`src/verilog/gpd_pkg.sv`:
```
package gpd_pkg;

    localparam int ADDR_W = 8;
    localparam int DATA_W = 8;

    // Register byte offsets on the plain register port
    localparam logic [7:0] OFS_PORT_A_DIR = 8'h02;
    localparam logic [7:0] OFS_PORT_C_DATA = 8'h04;
    localparam logic [7:0] OFS_PORT_D_DATA = 8'h05;
    localparam logic [7:0] OFS_PORT_C_DIR = 8'h06;
    localparam logic [7:0] OFS_PORT_D_DIR = 8'h07;
    localparam logic [7:0] OFS_PORT_E_DIR = 8'h09;
    localparam logic [7:0] OFS_ALT_CTRL = 8'h0A;

    // Reset values
    localparam logic [7:0] RST_PORT_A_DIR = 8'h00;
    localparam logic [7:0] RST_PORT_E_DIR = 8'h00;
    localparam logic [1:0] RST_PORT_C = 2'h0;
    localparam logic [7:0] RST_PORT_D = 8'h00;
    localparam logic [3:0] RST_ALT_CTRL = 4'h0;

    // Implemented widths
    localparam int PORT_C_BITS = 2;
    localparam int PORT_E_BITS = 2;
    localparam int SPI_PINS = 4;
    localparam int LINK_NARROW = 4;

    // Alternate-function control field positions
    localparam int ALT_SPI_EN = 0;
    localparam int ALT_OSC_EN = 1;
    localparam int ALT_LINK_EN = 2;
    localparam int ALT_LINK_WIDE = 3;

    typedef struct packed {
        logic [ADDR_W-1:0] addr;
        logic [DATA_W-1:0] wdata;
        logic wr;
        logic rd;
    } gpd_req_type;

    // Drive bundle for one 8-bit port
    typedef struct packed {
        logic [7:0] dout;
        logic [7:0] oe;
    } gpd_drive_type;

endpackage

```
`src/verilog/gpd_sync.sv`:
```
module gpd_sync #(
    parameter int WIDTH = 8
) (
    input wire logic mclk, // System clock
    input wire logic reset_n, // Async reset, active low
    input wire logic [WIDTH-1:0] din, // Asynchronous pin levels
    output logic [WIDTH-1:0] dout // Synchronised levels
);

    logic [WIDTH-1:0] meta_q;

    // First stage feeds only the second stage
    always_ff @(posedge mclk or negedge reset_n)
    begin
        if (!reset_n)
        begin
            meta_q <= '0;
            dout <= '0;
        end
        else
        begin
            meta_q <= din;
            dout <= meta_q;
        end
    end

endmodule // gpd_sync

```
`src/verilog/gpd_port.sv`:
```
// Overview of operation
// - Port A direction: 8-bit read/write, resets zero, 1 output, 0 input.
// - SPI enabled forces pins A3..A0 direction; stored direction bits unchanged.
// - Oscillator enabled hands pins E1..E0 to oscillator; stored bits unchanged.
// - Port E general purpose pins: direction 1 output, 0 input.
// - Port C data holds bits 1..0 only; upper bits read zero; reset zero.
// - Link active: C1 carries link interrupt, C0 carries link clock.
// - Port C/D pins not claimed by the link act as general purpose I/O.
// - Data read returns register if direction 1, else synchronised pin.
// - Link in 8-bit mode: D7..D0 carry link data.
// - Link in 4-bit mode: only D3..D0 link data; D7..D4 stay general.
// - Port D data: full 8-bit read/write register, resets zero.
// - Port C/D general purpose output pins drive the stored data bit; port A and E ones drive low.
// - Link active controls direction of C1..C0 and of the D pins it claims; stored direction bits unchanged.
module gpd_port (
    input wire logic mclk, // System clock, 125 MHz
    input wire logic reset_n, // Async reset, active low
    input wire gpd_pkg::gpd_req_type req, // Register request
    output logic [7:0] rdata, // Read data, cycle after read strobe
    input wire logic [7:0] pa_in, // Port A pin levels
    output gpd_pkg::gpd_drive_type pa_drv, // Port A drive and enable
    input wire logic [1:0] pe_in, // Port E pin levels
    output logic [1:0] pe_dout, // Port E drive levels
    output logic [1:0] pe_oe, // Port E output enables
    input wire logic [1:0] pc_in, // Port C pin levels
    output logic [1:0] pc_dout, // Port C drive levels
    output logic [1:0] pc_oe, // Port C output enables
    input wire logic [7:0] pd_in, // Port D pin levels
    output gpd_pkg::gpd_drive_type pd_drv, // Port D drive and enable
    input wire logic [3:0] spi_oe, // SPI wanted enables for A3..A0
    input wire logic [3:0] spi_dout, // SPI drive levels for A3..A0
    output logic spi_en, // SPI function enabled
    output logic osc_en, // Oscillator owns E1..E0
    output logic link_en, // Link owns its pins
    output logic link_wide, // Link uses 8-bit data
    input wire logic link_int_oe, // Link enable for interrupt pin
    input wire logic link_int_out, // Link interrupt drive
    input wire logic link_clk_oe, // Link enable for clock pin
    input wire logic link_clk_out, // Link clock drive
    input wire logic [7:0] link_dat_oe, // Link data enables
    input wire logic [7:0] link_dat_out, // Link data drive
    output logic [1:0] link_c_in, // Synchronised C pins to link
    output logic [7:0] link_d_in // Synchronised D pins to link
);

    logic [7:0] pa_dir_q;
    logic [1:0] pe_dir_q;
    logic [1:0] pc_dir_q;
    logic [7:0] pd_dir_q;
    logic [1:0] pc_dat_q;
    logic [7:0] pd_dat_q;
    logic [3:0] alt_q;
    logic [7:0] rdata_d;
    logic [7:0] pa_s;
    logic [1:0] pe_s;
    logic [1:0] pc_s;
    logic [7:0] pd_s;
    logic [7:0] d_claim;
    logic [7:0] pa_oe_d;
    logic [7:0] pa_do_d;
    logic [1:0] pe_oe_d;
    logic [1:0] pc_oe_d;
    logic [1:0] pc_do_d;
    logic [7:0] pd_oe_d;
    logic [7:0] pd_do_d;
    logic [19:0] sync_raw;
    logic [19:0] sync_out;

    // All pin inputs share one synchroniser
    assign sync_raw = {pa_in, pe_in, pc_in, pd_in};

    gpd_sync #(
        .WIDTH(20)
    ) u_sync (
        .mclk(mclk),
        .reset_n(reset_n),
        .din(sync_raw),
        .dout(sync_out)
    );

    assign pa_s = sync_out[19:12];
    assign pe_s = sync_out[11:10];
    assign pc_s = sync_out[9:8];
    assign pd_s = sync_out[7:0];

    // Register writes
    always_ff @(posedge mclk or negedge reset_n)
    begin
        if (!reset_n)
        begin
            pa_dir_q <= gpd_pkg::RST_PORT_A_DIR;
            pe_dir_q <= gpd_pkg::RST_PORT_E_DIR[1:0];
            pc_dir_q <= gpd_pkg::RST_PORT_C;
            pd_dir_q <= gpd_pkg::RST_PORT_D;
            pc_dat_q <= gpd_pkg::RST_PORT_C;
            pd_dat_q <= gpd_pkg::RST_PORT_D;
            alt_q <= gpd_pkg::RST_ALT_CTRL;
        end
        else if (req.wr)
        begin
            case (req.addr)
                gpd_pkg::OFS_PORT_A_DIR: pa_dir_q <= req.wdata;
                gpd_pkg::OFS_PORT_E_DIR: pe_dir_q <= req.wdata[1:0];
                gpd_pkg::OFS_PORT_C_DATA: pc_dat_q <= req.wdata[1:0];
                gpd_pkg::OFS_PORT_D_DATA: pd_dat_q <= req.wdata;
                gpd_pkg::OFS_PORT_C_DIR: pc_dir_q <= req.wdata[1:0];
                gpd_pkg::OFS_PORT_D_DIR: pd_dir_q <= req.wdata;
                gpd_pkg::OFS_ALT_CTRL: alt_q <= req.wdata[3:0];
                default: ;
            endcase
        end
    end

    // Read mux; unmapped offsets read zero
    always_comb
    begin
        rdata_d = 8'h00;
        case (req.addr)
            gpd_pkg::OFS_PORT_A_DIR: rdata_d = pa_dir_q;
            gpd_pkg::OFS_PORT_E_DIR: rdata_d = {6'h00, pe_dir_q};
            gpd_pkg::OFS_PORT_C_DATA:
                rdata_d = {6'h00, (pc_dir_q & pc_dat_q) | (~pc_dir_q & pc_s)};
            gpd_pkg::OFS_PORT_D_DATA:
                rdata_d = (pd_dir_q & pd_dat_q) | (~pd_dir_q & pd_s);
            gpd_pkg::OFS_PORT_C_DIR: rdata_d = {6'h00, pc_dir_q};
            gpd_pkg::OFS_PORT_D_DIR: rdata_d = pd_dir_q;
            gpd_pkg::OFS_ALT_CTRL: rdata_d = {4'h0, alt_q};
            default: rdata_d = 8'h00;
        endcase
    end

    always_ff @(posedge mclk or negedge reset_n)
    begin
        if (!reset_n)
        begin
            rdata <= 8'h00;
        end
        else
        begin
            rdata <= req.rd ? rdata_d : 8'h00;
        end
    end

    // Link data claim: all eight pins wide, low four narrow
    assign d_claim = !alt_q[gpd_pkg::ALT_LINK_EN] ? 8'h00 :
                     (alt_q[gpd_pkg::ALT_LINK_WIDE] ? 8'hFF : 8'h0F);

    // Pin muxing; the stored direction bits are never touched here
    always_comb
    begin
        pa_oe_d = pa_dir_q;
        pa_do_d = 8'h00;
        pe_oe_d = pe_dir_q;
        pc_oe_d = pc_dir_q;
        pc_do_d = pc_dat_q;
        pd_oe_d = pd_dir_q;
        pd_do_d = pd_dat_q;
        // Port A data register lives elsewhere; GP outputs drive low here
        if (alt_q[gpd_pkg::ALT_SPI_EN])
        begin
            pa_oe_d[3:0] = spi_oe;
            pa_do_d[3:0] = spi_dout;
        end
        // Oscillator is analog; digital drivers stay off
        if (alt_q[gpd_pkg::ALT_OSC_EN])
        begin
            pe_oe_d = 2'h0;
        end
        if (alt_q[gpd_pkg::ALT_LINK_EN])
        begin
            pc_oe_d = {link_int_oe, link_clk_oe};
            pc_do_d = {link_int_out, link_clk_out};
        end
        for (int i = 0; i < 8; i++)
        begin
            if (d_claim[i])
            begin
                pd_oe_d[i] = link_dat_oe[i];
                pd_do_d[i] = link_dat_out[i];
            end
        end
    end

    always_ff @(posedge mclk or negedge reset_n)
    begin
        if (!reset_n)
        begin
            pa_drv <= '0;
            pe_dout <= 2'h0;
            pe_oe <= 2'h0;
            pc_dout <= 2'h0;
            pc_oe <= 2'h0;
            pd_drv <= '0;
            spi_en <= 1'b0;
            osc_en <= 1'b0;
            link_en <= 1'b0;
            link_wide <= 1'b0;
            link_c_in <= 2'h0;
            link_d_in <= 8'h00;
        end
        else
        begin
            pa_drv.oe <= pa_oe_d;
            pa_drv.dout <= pa_do_d;
            pe_oe <= pe_oe_d;
            pe_dout <= 2'h0;
            pc_oe <= pc_oe_d;
            pc_dout <= pc_do_d;
            pd_drv.oe <= pd_oe_d;
            pd_drv.dout <= pd_do_d;
            spi_en <= alt_q[gpd_pkg::ALT_SPI_EN];
            osc_en <= alt_q[gpd_pkg::ALT_OSC_EN];
            link_en <= alt_q[gpd_pkg::ALT_LINK_EN];
            link_wide <= alt_q[gpd_pkg::ALT_LINK_WIDE];
            link_c_in <= pc_s;
            link_d_in <= pd_s;
        end
    end
endmodule // gpd_port

```
`config.mk`:
```
export PLATFORM = sky130hd
export DESIGN_NAME = gpd_port
export DESIGN_NICKNAME = d
export VERILOG_FILES = /design/src/verilog/gpd_pkg.sv /design/src/verilog/gpd_sync.sv /design/src/verilog/gpd_port.sv
export SDC_FILE = /design/constraint.sdc
export NUM_CORES = 1
export LEC_CHECK = 0
export BUFFER_PORTS_ARGS = -buffer_cell sky130_fd_sc_hd__buf_2
export CORE_ASPECT_RATIO = 0.5
export CORE_MARGIN = 3
export CORE_UTILIZATION = 56
export DETAILED_ROUTE_END_ITERATION = 12
export GPL_ROUTABILITY_DRIVEN = 0
export PLACE_DENSITY = 0.85
export SYNTH_ARGS = -nofsm -noshare
export SYNTH_HDL_FRONTEND = slang
export SYNTH_HIERARCHICAL = 1
export SYNTH_SLANG_ARGS = --single-unit
```
`constraint.sdc`:
```
create_clock -name mclk -period 2.3 [get_ports mclk]
set_clock_uncertainty 0.15 [all_clocks]
set_input_delay 0.46 -clock mclk [delete_from_list [all_inputs] [get_ports mclk]]
set_output_delay 0.46 -clock mclk [all_outputs]
set_load 0.01 [all_outputs]
```
Yosys cells after proc, flatten, opt, wreduce, memory -nomap -nowiden
Cells that the tools add are included.
Widths: inputs -> output; s select.
{ "op_classes": {"eq_ne": 7, "muxes": 25, "bitwise": 8, "n_reduce_logical": 7} }
{ "ops": {"columns": ["operator", "n"], "rows": [
  ["$pmux 8 s7", 1],
  ["$eq 8x3->1 const B", 4],
  ["$mux 8", 3],
  ["$and 8x8->8", 2],
  ["$eq 8x4->1 const B", 2],
  ["$mux 1", 16],
  ["$reduce_and 2->1", 7],
  ["$eq 8x2->1 const B", 1],
  ["$mux 4", 2],
  ["$not 8->8", 1],
  ["$or 8x8->8", 1],
  ["$mux 2", 3],
  ["$and 2x2->2", 2],
  ["$not 2->2", 1],
  ["$or 2x2->2", 1]
]} }
{ "totals": {"register_bits": 110, "input_bits": 68, "wordCells": 70} }

Logic depth before layout (Yosys ltp)
{ "logic_depth": {"depth_word": 5, "ltp_mapped": 6, "mapped_depth_nobuf": 4} }

Hierarchy
The synthesis kept the hierarchy.
{ "modules_own_cells": {"columns": ["mod", "n_inst", "cells_per_inst", "area_each_um2"], "rows": [
  ["gpd_port", 1, 255, 3562.2],
  ["gpd_sync", 1, 40, 1001.0]
]} }

Least setup slack after synthesis
No wires, ideal clock.
{ "synth_timing": {"path_type": "input to register", "start": "input port req[15] (netlist bit)", "end": "register pa_dir_q[0]", "arrival_ns": 2.046, "required_ns": 2.025, "path_slack_ns": -0.021, "cell_stages": 5, "n_path_buf": 1, "path_cell_list": "or4_4 buf_6 nor3_4 nor3b_4 mux2_2"} }
{ "synth_via": {"elab_chain_len": 2} }
{ "synth_rtl": {"columns": ["item", "line_no", "rtl"], "rows": [
  ["from (decl)", "gpd_port.sv:18", "input wire gpd_pkg::gpd_req_type req,"],
  ["$eq 8x2->1", "gpd_port.sv:101", "case (req.addr)"],
  ["$reduce_and 2->1 (no line)", null, null],
  ["to (signal assigned)", "gpd_port.sv:91", "pa_dir_q <= gpd_pkg::RST_PORT_A_DIR;"],
  ["to (signal assigned)", "gpd_port.sv:102", "gpd_pkg::OFS_PORT_A_DIR: pa_dir_q <= req.wdata;"],
  ["to (decl)", "gpd_port.sv:46", "logic [7:0] pa_dir_q;"]
]} }
No other way between the ends.
A chain may end at the register's enable or synchronous reset.

Final worst setup path
{ "layout_timing": {"start": "input port req[15] (netlist bit)", "end": "register alt_q[2]"} }
{ "layout_via": {"elab_chain_len": 2} }
{ "layout_rtl": {"columns": ["item", "line_no", "rtl"], "rows": [
  ["$eq 8x4->1", "gpd_port.sv:101", null],
  ["$reduce_and 2->1 (no line)", null, null],
  ["to (signal assigned)", "gpd_port.sv:97", "alt_q <= gpd_pkg::RST_ALT_CTRL;"],
  ["to (signal assigned)", "gpd_port.sv:108", "gpd_pkg::OFS_ALT_CTRL: alt_q <= req.wdata[3:0];"],
  ["to (decl)", "gpd_port.sv:52", "logic [3:0] alt_q;"]
]} }
No other way between the ends.

==> flow_metrics.py <==
metrics = {
    "detailed_routing": {
        "routed_wl_um": 8792,
        "viasPerCell": 5.316,
        "ant_nets": 0,
        "wl_per_cell_um": 17.38,
        "drc": 0,
        "vias": 2690,
        "drt_first_iter_violations": 152,
        "firstDrtPassIters": 4,
    },
    "cells_and_area": {
        "num-fill-cells": 421,
        "final_area_sq_um": 5239,
        "antenna_cells": 0,
        "final_nets": 477,
        "area_delta_synth_final_pct": 28.95,
        "regArea_sq_um": 2753,
        "drive_gt1_frac": 0.5266,
        "multiInputGateArea_sq_um": 1222,
    },
    "logic_synthesis": {
        "syn_area_sq_um": 4063,
        "post_synth.cell_area_avg_sq_um": 14.77,
        "yosys_warnings": 6,
        "syn_inst": 275,
    },
    "critical_path": {
        "crit_fanout": 4,
        "worstPathRequired_ns": 2.38,
        "cp.arrival_ns": 2.17,
        "cp-end-kind": "flip-flop",
        "cp-start-kind": "input pin",
        "worstSetupPathType": "input pin to flip-flop",
    },
    "cts": {
        "path_clk_slew_ns": 0.07,
        "cts-root-buf": "clkbuf_16",
        "clockBufferDepth": 2,
        "worstSkewPairLatency_ns": 0.35,
        "cts_resized": 0,
        "htree_levels": 3,
        "clock_sinks": 110,
        "cts_tree": "yes",
        "cts_setup_buffers": 0,
        "cts_buffers": 9,
    },
    "place": {
        "dp_slack_ns": -0.1255,
        "numPortBuffers": 113,
        "dp_hpwl_um": 6328,
        "place_area_sq_um": 4843,
    },
    "timing": {
        "final_hold_viol_count": 0,
        "fin_crit_ns": 2.092,
        "finalWorstSetupSlack_ns": 0.2085,
        "finalMaxSlewViolations": 0,
        "max_slew_margin": 0.5154,
        "rsz0062_at_grt": "false",
        "tightestPinTransition_ns": 0.7221,
        "fmax_mhz": 478.1,
        "setup_viol": 0,
        "period_share": 0.9093,
    },
    "floorplanning": {
        "die_area_sq_um": 8375,
        "dieHeight_um": 66.23,
        "initial_core_util": 0.5924,
        "top_level_ports": 130,
        "dieWidth_um": 126.5,
        "row_count": 21,
        "core_area_sq_um": 6858,
    },
    "pwr": {
        "power_density_nw_per_um2": 822.0,
        "p_leak_nw": 2.762,
        "ir_worst_vdd_mv": 0.5430,
    },
    "global_route": {
        "antenna_found_initial": 0,
        "first_global_vias": 2807,
        "grt_pass1_wl_um": 14350,
        "grt_max_degree": 49,
        "gr-total-overflow": 0,
        "grtUsageTotal": 0.2294,
    },
    "hold_path": {
        "hp-class": "input pin to flip-flop",
    },
    "outcome": {
        "status": "finished clean",
    },
    "flow_run": {
        "maxCapViolCount": 0,
    },
}
[critical path: stages]
cell and delay [ns]:
buf_2 0.10, or4_4 0.58, buf_4 0.17, nor4_2 0.34
buf_4 0.19, mux2_2 0.33
[power breakdown]
group          total (mW)  internal (mW)  switching [mW]
logic               0.307          0.142           0.164
clock network        1.93           1.28           0.648
registers            2.07           2.03          0.0465
total                4.31           3.45           0.858
[state kept, by name, indices dropped and copies added (netlist names), 2 cells and up]
register,cells
link_c_in,2
pe_dir_q,2
pc_dout,2
pe_oe,2
pd_dir_q,8
pd_dat_q,8
pc_dat_q,2
u_sync/meta_q,10
rdata,8
link_d_in,8
pa_drv,12
pc_dir_q,2
pc_oe,2
pd_drv,16
alt_q,4
u_sync/dout,10
pa_dir_q,8
[cell type report]
| class | count | area share |
|---|---|---|
| clock buffer | 9 | 0.04299 |
| clock inverter | 7 | 0.03057 |
| inverter | 2 | 0.001433 |
| multi-input combinational | 150 | 0.2333 |
| sequential | 110 | 0.5254 |
| tap | 92 | 0.02197 |
| timing repair buffer | 136 | 0.1443 |
[cell usage in the layout (no fill, tap or decap), types with 2 or more instances in the layout]
cell         n
a21oi_1      3
a32oi_1      6
and2_1       4
buf_2      112
buf_4       22
bufinv_16    5
clkbuf_16    9
clkinv_2     2
conb_1       6
dfrtp_1    110
inv_1        2
mux2_2      60
mux2i_1      3
nand2_1      7
nand2b_1     8
nand3_1      2
nor2_1      12
nor2b_1      2
nor3_1       2
nor4_1       2
o21ai_0     17
[metrics by stage]
| stage | std cells | hold slack, ns | TNS, ns | utilization | power (mW) |
|---|---|---|---|---|---|
| floorplan | 280 | 0.01441 | -0.1644 | - | 2.242 |
| global placement | 489 | 0.1838 | -0.4998 | 0.7063 | 2.395 |
| detailed placement | 489 | 0.1864 | -1.020 | 0.7063 | 2.416 |
| CTS | 506 | 0.05644 | 0 | 0.7639 | 4.339 |
| global route | 506 | 0.04657 | 0 | 0.7639 | 4.473 |
| finish | 506 | 0.06496 | 0 | 0.7639 | 4.306 |
[routing by layer]
layer,global-route usage,share of wire
met4,0.06818,0.021
met3,0.08710,0.076
met1,0.2749,0.38
met2,0.3928,0.52
met5,0,0
[timing repair]
item,4_1_cts,5_1_grt
endpoints found under the hold margin,45,0
endpoints found under the setup margin,0,0
hold buffers,1,0
[worst paths after layout]
check                            startpoint          endpoint  slack, ns  cells past startpoint
max                                 req[15]          alt_q[2]       0.21                      6
min                                pd_in[3]  u_sync/meta_q[3]       0.06                      1
max reg2reg                     pc_dir_q[0]          rdata[0]       0.68                      4
min reg2reg                u_sync/meta_q[8]    u_sync/dout[8]       0.20                      0
max in group asynchronous           reset_n         pd_drv[5]       0.86                      3
min in group asynchronous           reset_n            osc_en       0.50                      2
No activity file was read; power rests on OpenSTA's default activity.
